<file path="config.mk">
export PLATFORM = sky130hd
export DESIGN_NAME = vlan_global_policy_ctrl
export DESIGN_NICKNAME = d
export VERILOG_FILES = /design/src/rtl/vlan_policy_pkg.sv /design/src/rtl/vlan_global_policy_ctrl.sv
export SDC_FILE = /design/constraint.sdc
export NUM_CORES = 1
export LEC_CHECK = 0
export BUFFER_PORTS_ARGS = -buffer_cell sky130_fd_sc_hd__buf_2
export CORE_UTILIZATION = 30
export CTS_BUF_LIST = sky130_fd_sc_hd__clkbuf_4 sky130_fd_sc_hd__clkbuf_8 sky130_fd_sc_hd__clkbuf_16
export CTS_CLUSTER_DIAMETER = 100
export CTS_CLUSTER_SIZE = 10
export DETAILED_ROUTE_END_ITERATION = 16
export HOLD_SLACK_MARGIN = 0.03
export PLACE_DENSITY = 0.69
export SETUP_SLACK_MARGIN = 0.3
export SYNTH_ARGS = -nofsm -noshare
export SYNTH_HDL_FRONTEND = slang
export SYNTH_SLANG_ARGS = --single-unit
</file>
<file path="constraint.sdc">
create_clock -name clk_i -period 1.73 [get_ports clk_i]
set_input_delay 0 -clock clk_i [delete_from_list [all_inputs] [get_ports clk_i]]
set_output_delay 0 -clock clk_i [all_outputs]
set_load 0.01 [all_outputs]
</file>
<file path="src/rtl/vlan_policy_pkg.sv">
package vlan_policy_pkg;

  // Register word addresses: printed offsets are not all multiples of four,
  // so they are indices and the byte address is four times the index.
  localparam logic [7:0] POLICY_FOUR_IDX  = 8'h05;
  localparam logic [7:0] POLICY_FIVE_IDX  = 8'h06;

  // Reset values
  localparam logic [7:0] POLICY_FOUR_RST  = 8'hc0;
  localparam logic [7:0] POLICY_FIVE_RST  = 8'h10;

  // Writable bit masks; reserved bits of the fourth register
  // (bit 0) and fifth (bits 7, 5, 1) read as zero.
  localparam logic [7:0] POLICY_FOUR_MASK = 8'hfe;
  localparam logic [7:0] POLICY_FIVE_MASK = 8'h5d;

  // Field positions, fourth register
  localparam int MEMBER_ACT_HI   = 7;
  localparam int MEMBER_ACT_LO   = 6;
  localparam int GVRP_TRAP_BIT   = 5;
  localparam int GMRP_TRAP_BIT   = 4;
  localparam int DT_SEL_HI       = 3;
  localparam int DT_SEL_LO       = 2;
  localparam int RSV_FLOOD_BIT   = 1;

  // Field positions, fifth register
  localparam int TAG_KEEP_BIT    = 6;
  localparam int TRUNK_SKIP_BIT  = 4;
  localparam int INVALID_DROP_BIT = 3;
  localparam int ALL_ONES_FWD_BIT = 2;
  localparam int MGMT_CRC_SKIP_BIT = 0;

  // Membership failure actions
  typedef enum logic [1:0] {
    MEMBER_FWD_NOLEARN = 2'b00,
    MEMBER_DROP        = 2'b01,
    MEMBER_FWD_LEARN   = 2'b10,
    MEMBER_TO_MGMT     = 2'b11
  } member_act_e;

  // Double tag mode select encodings
  localparam logic [1:0] DT_SEL_OFF = 2'b00;
  localparam logic [1:0] DT_SEL_ON  = 2'b01;

  // Reserved group address prefix and last-byte range
  localparam logic [39:0] RSV_PREFIX   = 40'h0180c20000;
  localparam logic [7:0]  RSV_LOW_ONE  = 8'h00;
  localparam logic [7:0]  RSV_RANGE_LO = 8'h02;
  localparam logic [7:0]  RSV_RANGE_HI = 8'h2f;

  localparam logic [11:0] VID_ALL_ONES = 12'hfff;

endpackage

</file>
<file path="src/rtl/vlan_global_policy_ctrl.sv">
// Register access over Wishbone was decided locally.
module vlan_global_policy_ctrl
  import vlan_policy_pkg::*;
(
  // Clock and reset
  input  wire logic        clk_i,
  input  wire logic        rstn_i,
  // Wishbone slave
  input  wire logic        wb_cyc_i,
  input  wire logic        wb_stb_i,
  input  wire logic        wb_we_i,
  input  wire logic [9:0]  wb_adr_i,
  input  wire logic [3:0]  wb_sel_i,
  input  wire logic [31:0] wb_dat_i,
  output logic      [31:0] wb_dat_o,
  output logic             wb_ack_o,
  output logic             wb_err_o,
  // Frame description, valid with frame_valid_i
  input  wire logic        frame_valid_i,
  input  wire logic        from_mgmt_i,
  input  wire logic [47:0] dest_mac_i,
  input  wire logic [11:0] vid_i,
  input  wire logic        vid_hit_i,
  input  wire logic        source_listed_i,
  input  wire logic        is_gvrp_i,
  input  wire logic        is_gmrp_i,
  input  wire logic        is_1q_tagged_i,
  input  wire logic        egress_directed_i,
  input  wire logic        crc_ok_i,
  // Decision, registered one cycle after frame_valid_i
  output logic             decision_valid_o,
  output logic             drop_o,
  output logic             to_mgmt_o,
  output logic             mgmt_only_o,
  output logic             learn_o,
  output logic             flood_rsv_o,
  output logic             keep_tag_o,
  output logic             trunk_check_o,
  output logic             double_tag_o
);

  logic [7:0] policy_four;
  logic [7:0] policy_five;

  // Bus decode
  wire        bus_req    = wb_cyc_i & wb_stb_i & ~wb_ack_o & ~wb_err_o;
  wire [7:0]  word_idx   = wb_adr_i[9:2];
  wire        hit_four   = (word_idx == POLICY_FOUR_IDX);
  wire        hit_five   = (word_idx == POLICY_FIVE_IDX);
  wire        hit_any    = hit_four | hit_five;
  wire        wr_lane0   = bus_req & wb_we_i & wb_sel_i[0];
  wire [7:0]  rd_word    = hit_four ? policy_four : (hit_five ? policy_five : 8'h00);

  // Answer in the cycle after the request; unmapped addresses get err
  always_ff @(posedge clk_i or negedge rstn_i) begin
    if (!rstn_i) begin
      wb_ack_o <= 1'b0;
      wb_err_o <= 1'b0;
      wb_dat_o <= 32'h0000_0000;
    end else begin
      wb_ack_o <= bus_req & hit_any;
      wb_err_o <= bus_req & ~hit_any;
      wb_dat_o <= (bus_req & ~wb_we_i) ? {24'h00_0000, rd_word} : 32'h0000_0000;
    end
  end

  // Only byte lane 0 carries register data
  always_ff @(posedge clk_i or negedge rstn_i) begin
    if (!rstn_i) begin
      policy_four <= POLICY_FOUR_RST;
      policy_five <= POLICY_FIVE_RST;
    end else begin
      if (wr_lane0 && hit_four) begin
        policy_four <= wb_dat_i[7:0] & POLICY_FOUR_MASK;
      end
      if (wr_lane0 && hit_five) begin
        policy_five <= wb_dat_i[7:0] & POLICY_FIVE_MASK;
      end
    end
  end

  // Field views
  member_act_e member_act;
  assign member_act = member_act_e'(policy_four[MEMBER_ACT_HI:MEMBER_ACT_LO]);
  wire [1:0] dt_sel       = policy_four[DT_SEL_HI:DT_SEL_LO];
  // Reserved encodings are treated as disabled; software must not write them
  wire       dt_on        = (dt_sel == DT_SEL_ON);
  wire       gvrp_trap    = policy_four[GVRP_TRAP_BIT];
  wire       gmrp_trap    = policy_four[GMRP_TRAP_BIT];
  wire       rsv_flood    = policy_four[RSV_FLOOD_BIT];
  wire       tag_keep     = policy_five[TAG_KEEP_BIT];
  wire       trunk_skip   = policy_five[TRUNK_SKIP_BIT];
  wire       invalid_drop = policy_five[INVALID_DROP_BIT];
  wire       all_ones_fwd = policy_five[ALL_ONES_FWD_BIT];
  wire       crc_skip     = policy_five[MGMT_CRC_SKIP_BIT];

  // Classification
  wire [7:0] last_byte   = dest_mac_i[7:0];
  wire       rsv_group   = (dest_mac_i[47:8] == RSV_PREFIX) &&
                           ((last_byte == RSV_LOW_ONE) ||
                            ((last_byte >= RSV_RANGE_LO) &&
                             (last_byte <= RSV_RANGE_HI)));
  wire       member_fail = vid_hit_i & ~source_listed_i;
  wire       check_src   = member_fail & ~from_mgmt_i;
  wire       vid_invalid = ~vid_hit_i;
  wire       vid_ones    = (vid_i == VID_ALL_ONES);
  wire       crc_bad     = ~crc_ok_i & ~(from_mgmt_i & crc_skip);

  // Membership action decode
  wire       mem_drop    = check_src & (member_act == MEMBER_DROP);
  wire       mem_mgmt    = check_src & (member_act == MEMBER_TO_MGMT);
  wire       mem_nolearn = check_src & (member_act != MEMBER_FWD_LEARN);

  // Reserved group trap only in double tag mode; otherwise untouched
  wire       rsv_trap    = dt_on & rsv_group & ~rsv_flood;
  wire       rsv_flood_d = dt_on & rsv_group & rsv_flood;

  wire       inv_drop    = vid_invalid & invalid_drop;
  wire       inv_mgmt    = vid_invalid & ~invalid_drop;
  wire       ones_drop   = vid_ones & ~all_ones_fwd;

  wire       next_drop   = crc_bad | mem_drop | inv_drop | ones_drop;
  wire       next_mgmt   = ~next_drop & (mem_mgmt | inv_mgmt |
                           (is_gvrp_i & gvrp_trap) |
                           (is_gmrp_i & gmrp_trap) | rsv_trap);
  wire       next_learn  = ~next_drop & ~mem_nolearn & ~from_mgmt_i;
  wire       next_keep   = tag_keep & ~dt_on & ~is_1q_tagged_i;
  wire       next_trunk  = ~(from_mgmt_i & egress_directed_i & trunk_skip);

  always_ff @(posedge clk_i or negedge rstn_i) begin
    if (!rstn_i) begin
      decision_valid_o <= 1'b0;
      drop_o           <= 1'b0;
      to_mgmt_o        <= 1'b0;
      mgmt_only_o      <= 1'b0;
      learn_o          <= 1'b0;
      flood_rsv_o      <= 1'b0;
      keep_tag_o       <= 1'b0;
      trunk_check_o    <= 1'b0;
      double_tag_o     <= 1'b0;
    end else begin
      decision_valid_o <= frame_valid_i;
      drop_o           <= frame_valid_i & next_drop;
      to_mgmt_o        <= frame_valid_i & next_mgmt;
      mgmt_only_o      <= frame_valid_i & next_mgmt & rsv_trap;
      learn_o          <= frame_valid_i & next_learn;
      flood_rsv_o      <= frame_valid_i & ~next_drop & rsv_flood_d;
      keep_tag_o       <= frame_valid_i & next_keep;
      trunk_check_o    <= frame_valid_i & next_trunk;
      double_tag_o     <= dt_on;
    end
  end
endmodule

</file>
==> results of run 1 <==
## power by group
group / internal, W / total [W] / switching [W]
combinational: 0.000126 / 0.000239 / 0.000113
sequential: 0.000735 / 0.000738 / 0.00000368
clock: 0.000378 / 0.000625 / 0.000246
total: 0.00124 / 0.00160 / 0.000363
## cells in the final DEF, fill, tap and decap left out, types with 2 or more instances in the layout
cell / n
buf_2: 109
dfrtp_1: 28
conb_1: 24
dlygate4sd3_1: 17
nor2_1: 10
nor4_1: 7
clkbuf_8: 7
buf_4: 7
nand2_1: 6
mux2_2: 6
mux2_4: 6
nand4_1: 5
nor2b_1: 4
a22oi_1: 4
and2_1: 4
nand2b_1: 3
inv_1: 3
dfstp_2: 3
nand4b_1: 2
a21oi_1: 2
nor4bb_1: 2
nor3_4: 2
buf_12: 2
## how the worst max path moves through the flow
stage                                   from                    endpoint  slack (ns)  depth (start not counted)
after CTS                 wb_ack_o$_DFF_PN0_  policy_five[2]$_DFFE_PN0P_        0.13                          5
after detailed placement  wb_ack_o$_DFF_PN0_  policy_five[2]$_DFFE_PN0P_        0.10                          4
after floorplan           wb_err_o$_DFF_PN0_  policy_four[1]$_DFFE_PN0P_        0.16                          4
after global placement    wb_err_o$_DFF_PN0_  policy_five[6]$_DFFE_PN0P_        0.13                          4
final                     wb_ack_o$_DFF_PN0_  policy_four[4]$_DFFE_PN0P_        0.16                          5
after global routing      wb_ack_o$_DFF_PN0_  policy_four[5]$_DFFE_PN0P_        0.06                          5
## area by class of cell
class	count	area share [%]
clock buffer	8	3.98
timing repair buffer	135	31.0
multi-input combinational	110	31.3
inverter	3	0.432
sequential	31	29.9
tap	70	3.36
## sequential cells by signal, indices dropped and copies added, names as in the netlist
| name | flops |
|---|---|
| policy_five | 5 |
| flood_rsv_o | 1 |
| to_mgmt_o | 1 |
| policy_four | 7 |
| keep_tag_o | 1 |
| learn_o | 1 |
| drop_o | 1 |
| trunk_check_o | 1 |
| wb_dat_o | 8 |
| double_tag_o | 1 |
| mgmt_only_o | 1 |
| wb_ack_o | 1 |
| decision_valid_o | 1 |
| wb_err_o | 1 |
## worst min-delay path, cell delays in order
cell and delay (ns):
buf_2 0.08, a221oi_1 0.09, a21oi_2 0.11
## metrics by stage
stage,worst slack [ns],power (W),area [um^2]
finish,0.164,0.00160,2610
global route,0.0622,0.00168,2610
detailed placement,0.103,0.000954,2230
global placement,0.130,0.000949,2230
CTS,0.130,0.00161,2570
floorplan,0.155,0.000860,1740
## cells by family after synthesis
| logic type | Yosys count |
|---|---|
| AND/OR/NAND/NOR | 59 |
| buffers and inverters | 27 |
| other | 1 |
| flip-flops | 31 |
| AO/OA/AOI/OAI | 15 |
| multiplexers | 12 |
## timing repair
item,CTS,global route
setup buffers,6,0
hold buffers,17,0
setup endpoints to repair,16,19
pin swaps,3,2
gates resized for setup,4,6
endpoints found under the hold margin,46,0
## layer usage
| metal | vias up | global-route usage [%] | wire [um] |
|---|---|---|---|
| li1 | 771 | - | - |
| met1 | 704 | 17.7 | 1710 |
| met2 | 63 | 25.7 | 2050 |
| met3 | 5 | 4.23 | 276 |
| met4 | 0 | 5.97 | 65 |
| met5 | - | 0 | 0 |
==> impl_metrics.yaml, run 1 <==
synthesis:
  synth-xor-area-share_pct: 0
  synthSimpleGateAreaFrac_pct: 25.3
  yosysSeqAreaShare_pct: 47.7
  yosysTopAreaCell: "dfrtp_1"
  async_flop_share_pct: 100
  syn_area_per_cell_um2: 11.3
  synth-edff-count: 0
  ys_warn_count: 0
  synth_top_area_share_pct: 42.9
  synth.area.mux_share_pct: 8.28
  synth-adder-area-share_pct: 0
  synthesis.area_mm2: 0.00163
  synth_top_family_by_area: "simple AND/OR/NAND/NOR gates"
  yosysMostFrequentCell: "dfrtp_1"
  synth_ff_type: "dfrtp_1"
  synth_cell_types: 36
  synth_cells: 145
  ys_seq_elements: 31
  synth_area_leaders: "dfrtp_1, buf_4, mux2_2, dfstp_2, nor4_1"
  synth_compound_area_share_pct: 6.74
  synth_common_cells: "dfrtp_1, buf_4, mux2_2"
detailed_routing:
  viasPerCell: 4.32
  drtPass1Iterations: 3
  drt_iter0_drc: 50
  wl_per_cell_um: 11.5
  vias: 1543
  drt-total-wl_um: 4100
  ant_nets: 0
  drc: 0
floorplan:
  core_area_mm2: 0.00517
  die_x_um: 75.8
  initial_core_util_pct: 31.6
  die_y_um: 75.8
  die_area_mm2: 0.00574
  rows: 26
  boundaryPins: 163
clock_tree:
  tritoncts: "done"
  clockRootBuffer: "clkbuf_8"
  cts_buffers: 5
  htreeDepth: 2
  cts.reportedPaths.clkPinSlew_ns: 0.06
  insertion_delay_ns: 0.28
  cts.sinks: 31
  clk_path_buf_depth: 2
placed_design:
  hpwlAfterDp_um: 3240
  gp_congestion: 0.823
  io_buffer_count: 109
  dp_cells: 326
global_route:
  grt_start_max_net_pins: 32
  grt_usage_pct: 15.0
  grt_first_pass_wirelength_um: 6310
  overflow: 0
  grt_pass1_vias: 1416
  antenna_found_initial: 0
sta:
  relSlewSlack_pct: 56.6
  hold_violations: 0
  whs_ns: 0.0446
  fmax_mhz: 638
  rsz0062_at_grt: "yes"
  fin_tns_setup_ns: 0
  drv_slew: 0
  final-setup-viol-count: 0
  finClkSkew_ns: 0.00392
  period_share_pct: 90.5
  period_minus_slack_ns: 1.57
  worst_pin_slew_ns: 0.651
finish:
  multi_input_area_um2: 816
  seqCellArea_um2: 779
  syn_to_final_growth_pct: 59.6
  layout.nets: 406
  diodes: 0
  fin_cells: 357
  drive_gt1_share_pct: 54.4
  n_fill_cell: 474
  final_util_pct: 50.4
worst_setup_path:
  reg2reg_from: "wb_ack_o$_DFF_PN0_"
  cp.required_ns: 1.89
  crit_type: "reg2reg"
  cp.arrival_ns: 1.73
  critical-path-top-delay-family: "simple AND/OR/NAND/NOR gates"
  reg2reg_to: "policy_four[4]$_DFFE_PN0P_"
  start_kind: "flip-flop"
  cp-end-kind: "flip-flop"
  timing.critical_path.buf_inv: 1
  rr_worst_depth: 5
  rrSetupSlack_ns: 0.16
  cpMaxStageDelayCell: "dfrtp_1"
  cpPeakStageDelay_ns: 0.38
  critPathMaxFanout: 7
  worstPathCellList: "and4bb_2 -> nand3_4 -> nor3_4 -> buf_12 -> mux2_2"
job:
  maxCapViolCount: 0
power_and_ir_drop:
  powerDensity_mw_per_mm2: 615
  p_leak_nw: 1.35
  ir_worst_vdd_v: 0.000413
hold_path:
  min_path_type: "in2reg"
  min_path_cells: 3
  hold_end: "to_mgmt_o$_DFF_PN0_"
  min_from: "is_gvrp_i"
status:
  outcome: "complete, no violations"
Note: power is estimated with default switching activity, not from simulation.
==> run 2, diff against run 1 <==
--- a/config.mk
+++ b/config.mk
@@ -6,6 +6,8 @@
 export NUM_CORES = 1
 export LEC_CHECK = 0
 export BUFFER_PORTS_ARGS = -buffer_cell sky130_fd_sc_hd__buf_2
+export CAP_MARGIN = 15
+export CORE_MARGIN = 4
 export CORE_UTILIZATION = 30
 export CTS_BUF_LIST = sky130_fd_sc_hd__clkbuf_4 sky130_fd_sc_hd__clkbuf_8 sky130_fd_sc_hd__clkbuf_16
 export CTS_CLUSTER_DIAMETER = 100
@@ -13,6 +15,7 @@
 export DETAILED_ROUTE_END_ITERATION = 16
 export HOLD_SLACK_MARGIN = 0.03
 export PLACE_DENSITY = 0.69
+export REMOVE_ABC_BUFFERS = 1
 export SETUP_SLACK_MARGIN = 0.3
 export SYNTH_ARGS = -nofsm -noshare
 export SYNTH_HDL_FRONTEND = slang
==> run 2 against run 1 <==
Fmax barely moved; count of clock-buffer cells in the layout shrank 1; via count up 3.2%; critical path depth did not move; sequential share of layout area fell by 0.49 points; die area increased by 16%; global-route usage decreased by 0.54 points; flip-flop and latch count unchanged; design area up 1.7%; clock power fell by 5.8%; largest cell class is now buffers; highest routed layer unchanged.
==> impl_metrics.yaml, run 2 (synthesis results as in run 1) <==
status:
  outcome: "complete, no violations"
detailed_routing:
  drt_iter0_drc: 60
  viasPerCell: 4.41
  drt-total-wl_um: 4990
  wl_per_cell_um: 13.8
  vias: 1593
  drc: 0
  drtPass1Iterations: 4
  ant_nets: 0
global_route:
  grt_pass1_vias: 1553
  antenna_found_initial: 0
  grt_first_pass_wirelength_um: 7250
  grt_usage_pct: 14.4
  overflow: 0
  grt_start_max_net_pins: 32
finish:
  largest_reg_flops: 8
  drive_gt1_share_pct: 55.0
  final_cell_mix: "buf_2, dfrtp_1, conb_1"
  layout_commonest_cell: "buf_2"
  top_register: "wb_dat_o"
  layout.nets: 410
  largestRegisters: "wb_dat_o: 8 flops, policy_four: 7 flops, policy_five: 5 flops"
  syn_to_final_growth_pct: 62.3
  diodes: 0
power_and_ir_drop:
  p_leak_nw: 1.37
  finalPower_w: 0.00158
  ir_worst_vdd_v: 0.000291
  powerDensity_mw_per_mm2: 595
sta:
  drv_slew: 0
  worst_pin_slew_ns: 0.654
  final-setup-viol-count: 0
  period_minus_slack_ns: 1.57
  setup_ws_ns: 0.162
  period_share_pct: 90.6
  hold_violations: 0
  relSlewSlack_pct: 56.4
  rsz0062_at_grt: "yes"
  fmax_mhz: 638
  finClkSkew_ns: 0.00630
  fin_tns_setup_ns: 0
clock_tree:
  tritoncts: "done"
  insertion_delay_ns: 0.29
  clockRootBuffer: "clkbuf_8"
  clk_path_buf_depth: 2
  cts_buffers: 5
  cts.reportedPaths.clkPinSlew_ns: 0.06
  cts.sinks: 31
  htreeDepth: 2
floorplan:
  rows: 26
  die_y_um: 81.8
  boundaryPins: 163
  die_area_mm2: 0.00669
  initial_core_util_pct: 31.4
  core_area_mm2: 0.00520
  die_x_um: 81.8
hold_path:
  min_path_type: "in2reg"
worst_setup_path:
  cpMaxStageDelayCell: "dfrtp_1"
  rrSetupSlack_ns: 0.16
  cp.arrival_ns: 1.73
  worstPathCellList: "and4bb_2 -> nand3_4 -> nor3_4 -> buf_12 -> mux2_4"
  critPathMaxFanout: 7
  cp.required_ns: 1.90
  cp-end-kind: "flip-flop"
  cpPeakStageDelay_ns: 0.38
  crit_type: "reg2reg"
  start_kind: "flip-flop"
placed_design:
  hpwlAfterDp_um: 3860
  io_buffer_count: 109
  gp_congestion: 0.764
  preCtsSetupSlack_ns: 0.0696
job:
  maxCapViolCount: 0
run 2: routing by layer:
metal,GRT usage (%),wire length (um),up-vias
met1,16.8,1810,748
li1,-,-,776
met4,4.98,128,0
met2,25.4,2720,57
met3,3.84,337,12
met5,0,0,-
run 2: timing repair:
item                       4_1_cts  5_1_grt
pin swaps                        6        2
setup endpoints to repair       16       19
hold endpoints to repair        47        0
setup buffers                    5        4
hold buffers                    18        0
gates resized for setup         16        5
run 2: worst max-delay path: cells and delay by family (launching register included):
family                 cells  cell delay (ns)
and+or+nand+nor            3             0.62
buffers and inverters      1             0.16
muxes                      1             0.29
DFF                        1             0.38
run 2: layout make-up:
class / count / area [um^2]
well taps: 70 / 87.6
multi-input cells: 110 / 828
fillers: 498 / 2550
clock buffers: 7 / 90.1
inverters: 3 / 11.3
repair buffers: 139 / 848
flip-flops and latches: 31 / 779
clock inverters: 1 / 5.00
run 2: final timing paths:
| kind | start | end | cells past startpoint |
|---|---|---|---|
| worst min register to register | policy_four[5]$_DFFE_PN0P_ | wb_dat_o[5]$_DFF_PN0_ | 1 |
| worst min-delay path | dest_mac_i[0] | flood_rsv_o$_DFF_PN0_ | 4 |
| worst max register to register | wb_ack_o$_DFF_PN0_ | policy_four[4]$_DFFE_PN0P_ | 5 |
| worst max-delay path | wb_ack_o$_DFF_PN0_ | policy_four[4]$_DFFE_PN0P_ | 5 |
| min in group asynchronous | rstn_i | drop_o$_DFF_PN0_ | 2 |
| max in group asynchronous | rstn_i | policy_four[5]$_DFFE_PN0P_ | 2 |
run 2: report_power, final:
| group | switching (W) | total, W | leakage (nW) | internal [W] |
|---|---|---|---|---|
| sequential | 0.00000334 | 0.000738 | 0.415 | 0.000735 |
| clock | 0.000254 | 0.000589 | 0.0517 | 0.000336 |
| combinational | 0.000119 | 0.000251 | 0.904 | 0.000132 |
| total | 0.000376 | 0.00158 | 1.37 | 0.00120 |
run 2: stage by stage:
| stage | cell area (um^2) | hold WS [ns] | std cells | util, % |
|---|---|---|---|---|
| 2_1_floorplan | 1540 | -0.296 | 144 | - |
| 3_3_place_gp | 2210 | 0.0637 | 326 | 42.4 |
| 3_5_place_dp | 2210 | 0.0717 | 326 | 42.4 |
| 4_1_cts | 2600 | 0.0415 | 357 | 49.9 |
| 5_1_grt | 2650 | 0.0830 | 361 | 50.9 |
| 6_report | 2650 | 0.0905 | 361 | 50.9 |
==> run 3, diff against run 2 <==
--- a/config.mk
+++ b/config.mk
@@ -14,7 +14,7 @@
 export CTS_CLUSTER_SIZE = 10
 export DETAILED_ROUTE_END_ITERATION = 16
 export HOLD_SLACK_MARGIN = 0.03
-export PLACE_DENSITY = 0.69
+export PLACE_DENSITY_LB_ADDON = 0.15
 export REMOVE_ABC_BUFFERS = 1
 export SETUP_SLACK_MARGIN = 0.3
 export SYNTH_ARGS = -nofsm -noshare
==> run 3 against run 2 <==
Critical path type unchanged; clock skew shrank 0.0019 ns; first-iteration DRC count decreased by 42%; highest routed layer unchanged; flip-flop and latch count did not move; worst setup slack got worse by 0.013 ns; core utilization is 0.84 points higher; largest cell class is now multi-input combinational cells.
==> impl_metrics.yaml, run 3 (synthesis results as in run 1) <==
sta:
  whs_ns: 0.0601
  fmax_mhz: 633
  rsz0062_at_grt: "yes"
  fin_tns_setup_ns: 0
  relSlewSlack_pct: 54.2
  drv_slew: 0
  finClkSkew_ns: 0.00436
  period_minus_slack_ns: 1.58
  hold_violations: 0
  period_share_pct: 91.4
  worst_pin_slew_ns: 0.687
  final-setup-viol-count: 0
status:
  outcome: "complete, no violations"
detailed_routing:
  ant_nets: 0
  drt-total-wl_um: 4790
  vias: 1547
  viasPerCell: 4.29
  drt_iter0_drc: 35
  drtPass1Iterations: 4
  drc: 0
  wl_per_cell_um: 13.3
placed_design:
  io_buffer_count: 109
  hpwlAfterDp_um: 3780
  dp_cells: 326
  gp_congestion: 0.748
  placed_cell_area_mm2: 0.00219
finish:
  top_register: "wb_dat_o"
  fin_cells: 361
  largest_reg_flops: 8
  drive_gt1_share_pct: 56.0
  final_cell_mix: "buf_2, dfrtp_1, conb_1"
  layout_commonest_cell: "buf_2"
  layout.nets: 410
  final_area_mm2: 0.00269
  largestRegisters: "wb_dat_o: 8 flops, policy_four: 7 flops, policy_five: 5 flops"
  diodes: 0
  syn_to_final_growth_pct: 65.0
clock_tree:
  clockRootBuffer: "clkbuf_8"
  cts.sinks: 31
  tritoncts: "done"
  htreeDepth: 2
  cts.reportedPaths.clkPinSlew_ns: 0.07
  clk_path_buf_depth: 2
  insertion_delay_ns: 0.28
  cts_buffers: 5
global_route:
  grt_pass1_vias: 1546
  grt_start_max_net_pins: 32
  globalRouteMet3Util_pct: 3.51
  antenna_found_initial: 0
  grt_usage_pct: 14.5
  grtUsageMet1_pct: 18.0
  use_met2_pct: 24.4
  grt_first_pass_wirelength_um: 7220
  overflow: 0
  grt_busiest_layer: "met2"
power_and_ir_drop:
  p_leak_nw: 1.39
  powerDensity_mw_per_mm2: 636
  ir_worst_vdd_v: 0.000429
floorplan:
  die_x_um: 81.8
  die_y_um: 81.8
  core_area_mm2: 0.00520
  die_area_mm2: 0.00669
  rows: 26
  initial_core_util_pct: 31.4
  boundaryPins: 163
hold_path:
  min_path_type: "in2reg"
worst_setup_path:
  cp.arrival_ns: 1.74
  cp-end-kind: "flip-flop"
  critPathMaxFanout: 4
  cp.required_ns: 1.89
  crit_type: "reg2reg"
  start_kind: "flip-flop"
job:
  maxCapViolCount: 0
## run 3: cell types whose count changed in the layout (fill, tap and decap cells not counted), moves of 2 or more
cell and delta:
mux2_4 +2, buf_6 +2, nor2b_4 +3, mux2_2 -2
buf_12 -2, nor2b_1 -2
## run 3: area by class of cell
| type | instances | area, um^2 |
|---|---|---|
| clock inverter | 2 | 35.0 |
| tap | 70 | 87.6 |
| multi-input combinational | 110 | 867 |
| clock buffer | 6 | 82.6 |
| timing repair buffer | 139 | 831 |
| inverter | 3 | 11.3 |
| fill | 529 | 2510 |
| sequential | 31 | 779 |
## run 3: where the power goes
part | switching, W | internal, W | leakage, nW
Sequential | 0.00000379 | 0.000734 | 0.415
Combinational | 0.000116 | 0.000131 | 0.917
Clock | 0.000264 | 0.000465 | 0.0612
## run 3: worst max-delay path, cell delays in order (launching register included)
cell      delay (ns)
dfrtp_1         0.38
and4bb_2        0.34
nand3_4         0.11
nor3_4          0.18
buf_6           0.16
mux2_4          0.30
## run 3: per-layer routing
layer,wire length (um),up-vias
li1,-,769
met1,1950,705
met2,2420,68
met3,364,5
met4,61,0
met5,0,-
## run 3: worst paths after layout
check / start / end / slack, ns / depth (start not counted)
max reg2reg: wb_ack_o$_DFF_PN0_ / policy_four[3]$_DFFE_PN0P_ / 0.15 / 5
max: wb_ack_o$_DFF_PN0_ / policy_four[3]$_DFFE_PN0P_ / 0.15 / 5
min: wb_adr_i[8] / wb_ack_o$_DFF_PN0_ / 0.06 / 4
min reg2reg: policy_four[5]$_DFFE_PN0P_ / wb_dat_o[5]$_DFF_PN0_ / 0.54 / 1
max in group asynchronous: rstn_i / policy_four[4]$_DFFE_PN0P_ / 0.99 / 2
min in group asynchronous: rstn_i / policy_four[5]$_DFFE_PN0P_ / 0.30 / 2
## run 3: metrics by stage
stage | util, % | total power [W] | setup slack, ns
2_1_floorplan | - | 0.000819 | 0.0857
3_3_place_gp | 42.2 | 0.000952 | 0.0650
3_5_place_dp | 42.2 | 0.000954 | 0.0568
4_1_cts | 50.9 | 0.00173 | 0.122
5_1_grt | 51.8 | 0.00181 | 0.0720
6_report | 51.8 | 0.00171 | 0.149
## run 3: timing repair
action | in CTS | in global routing
pin swaps | 7 | 4
resized for setup | 25 | 7
setup buffers | 7 | 2
hold buffers | 18 | 0
hold endpoints to repair | 47 | 0
setup endpoints to repair | 19 | 18
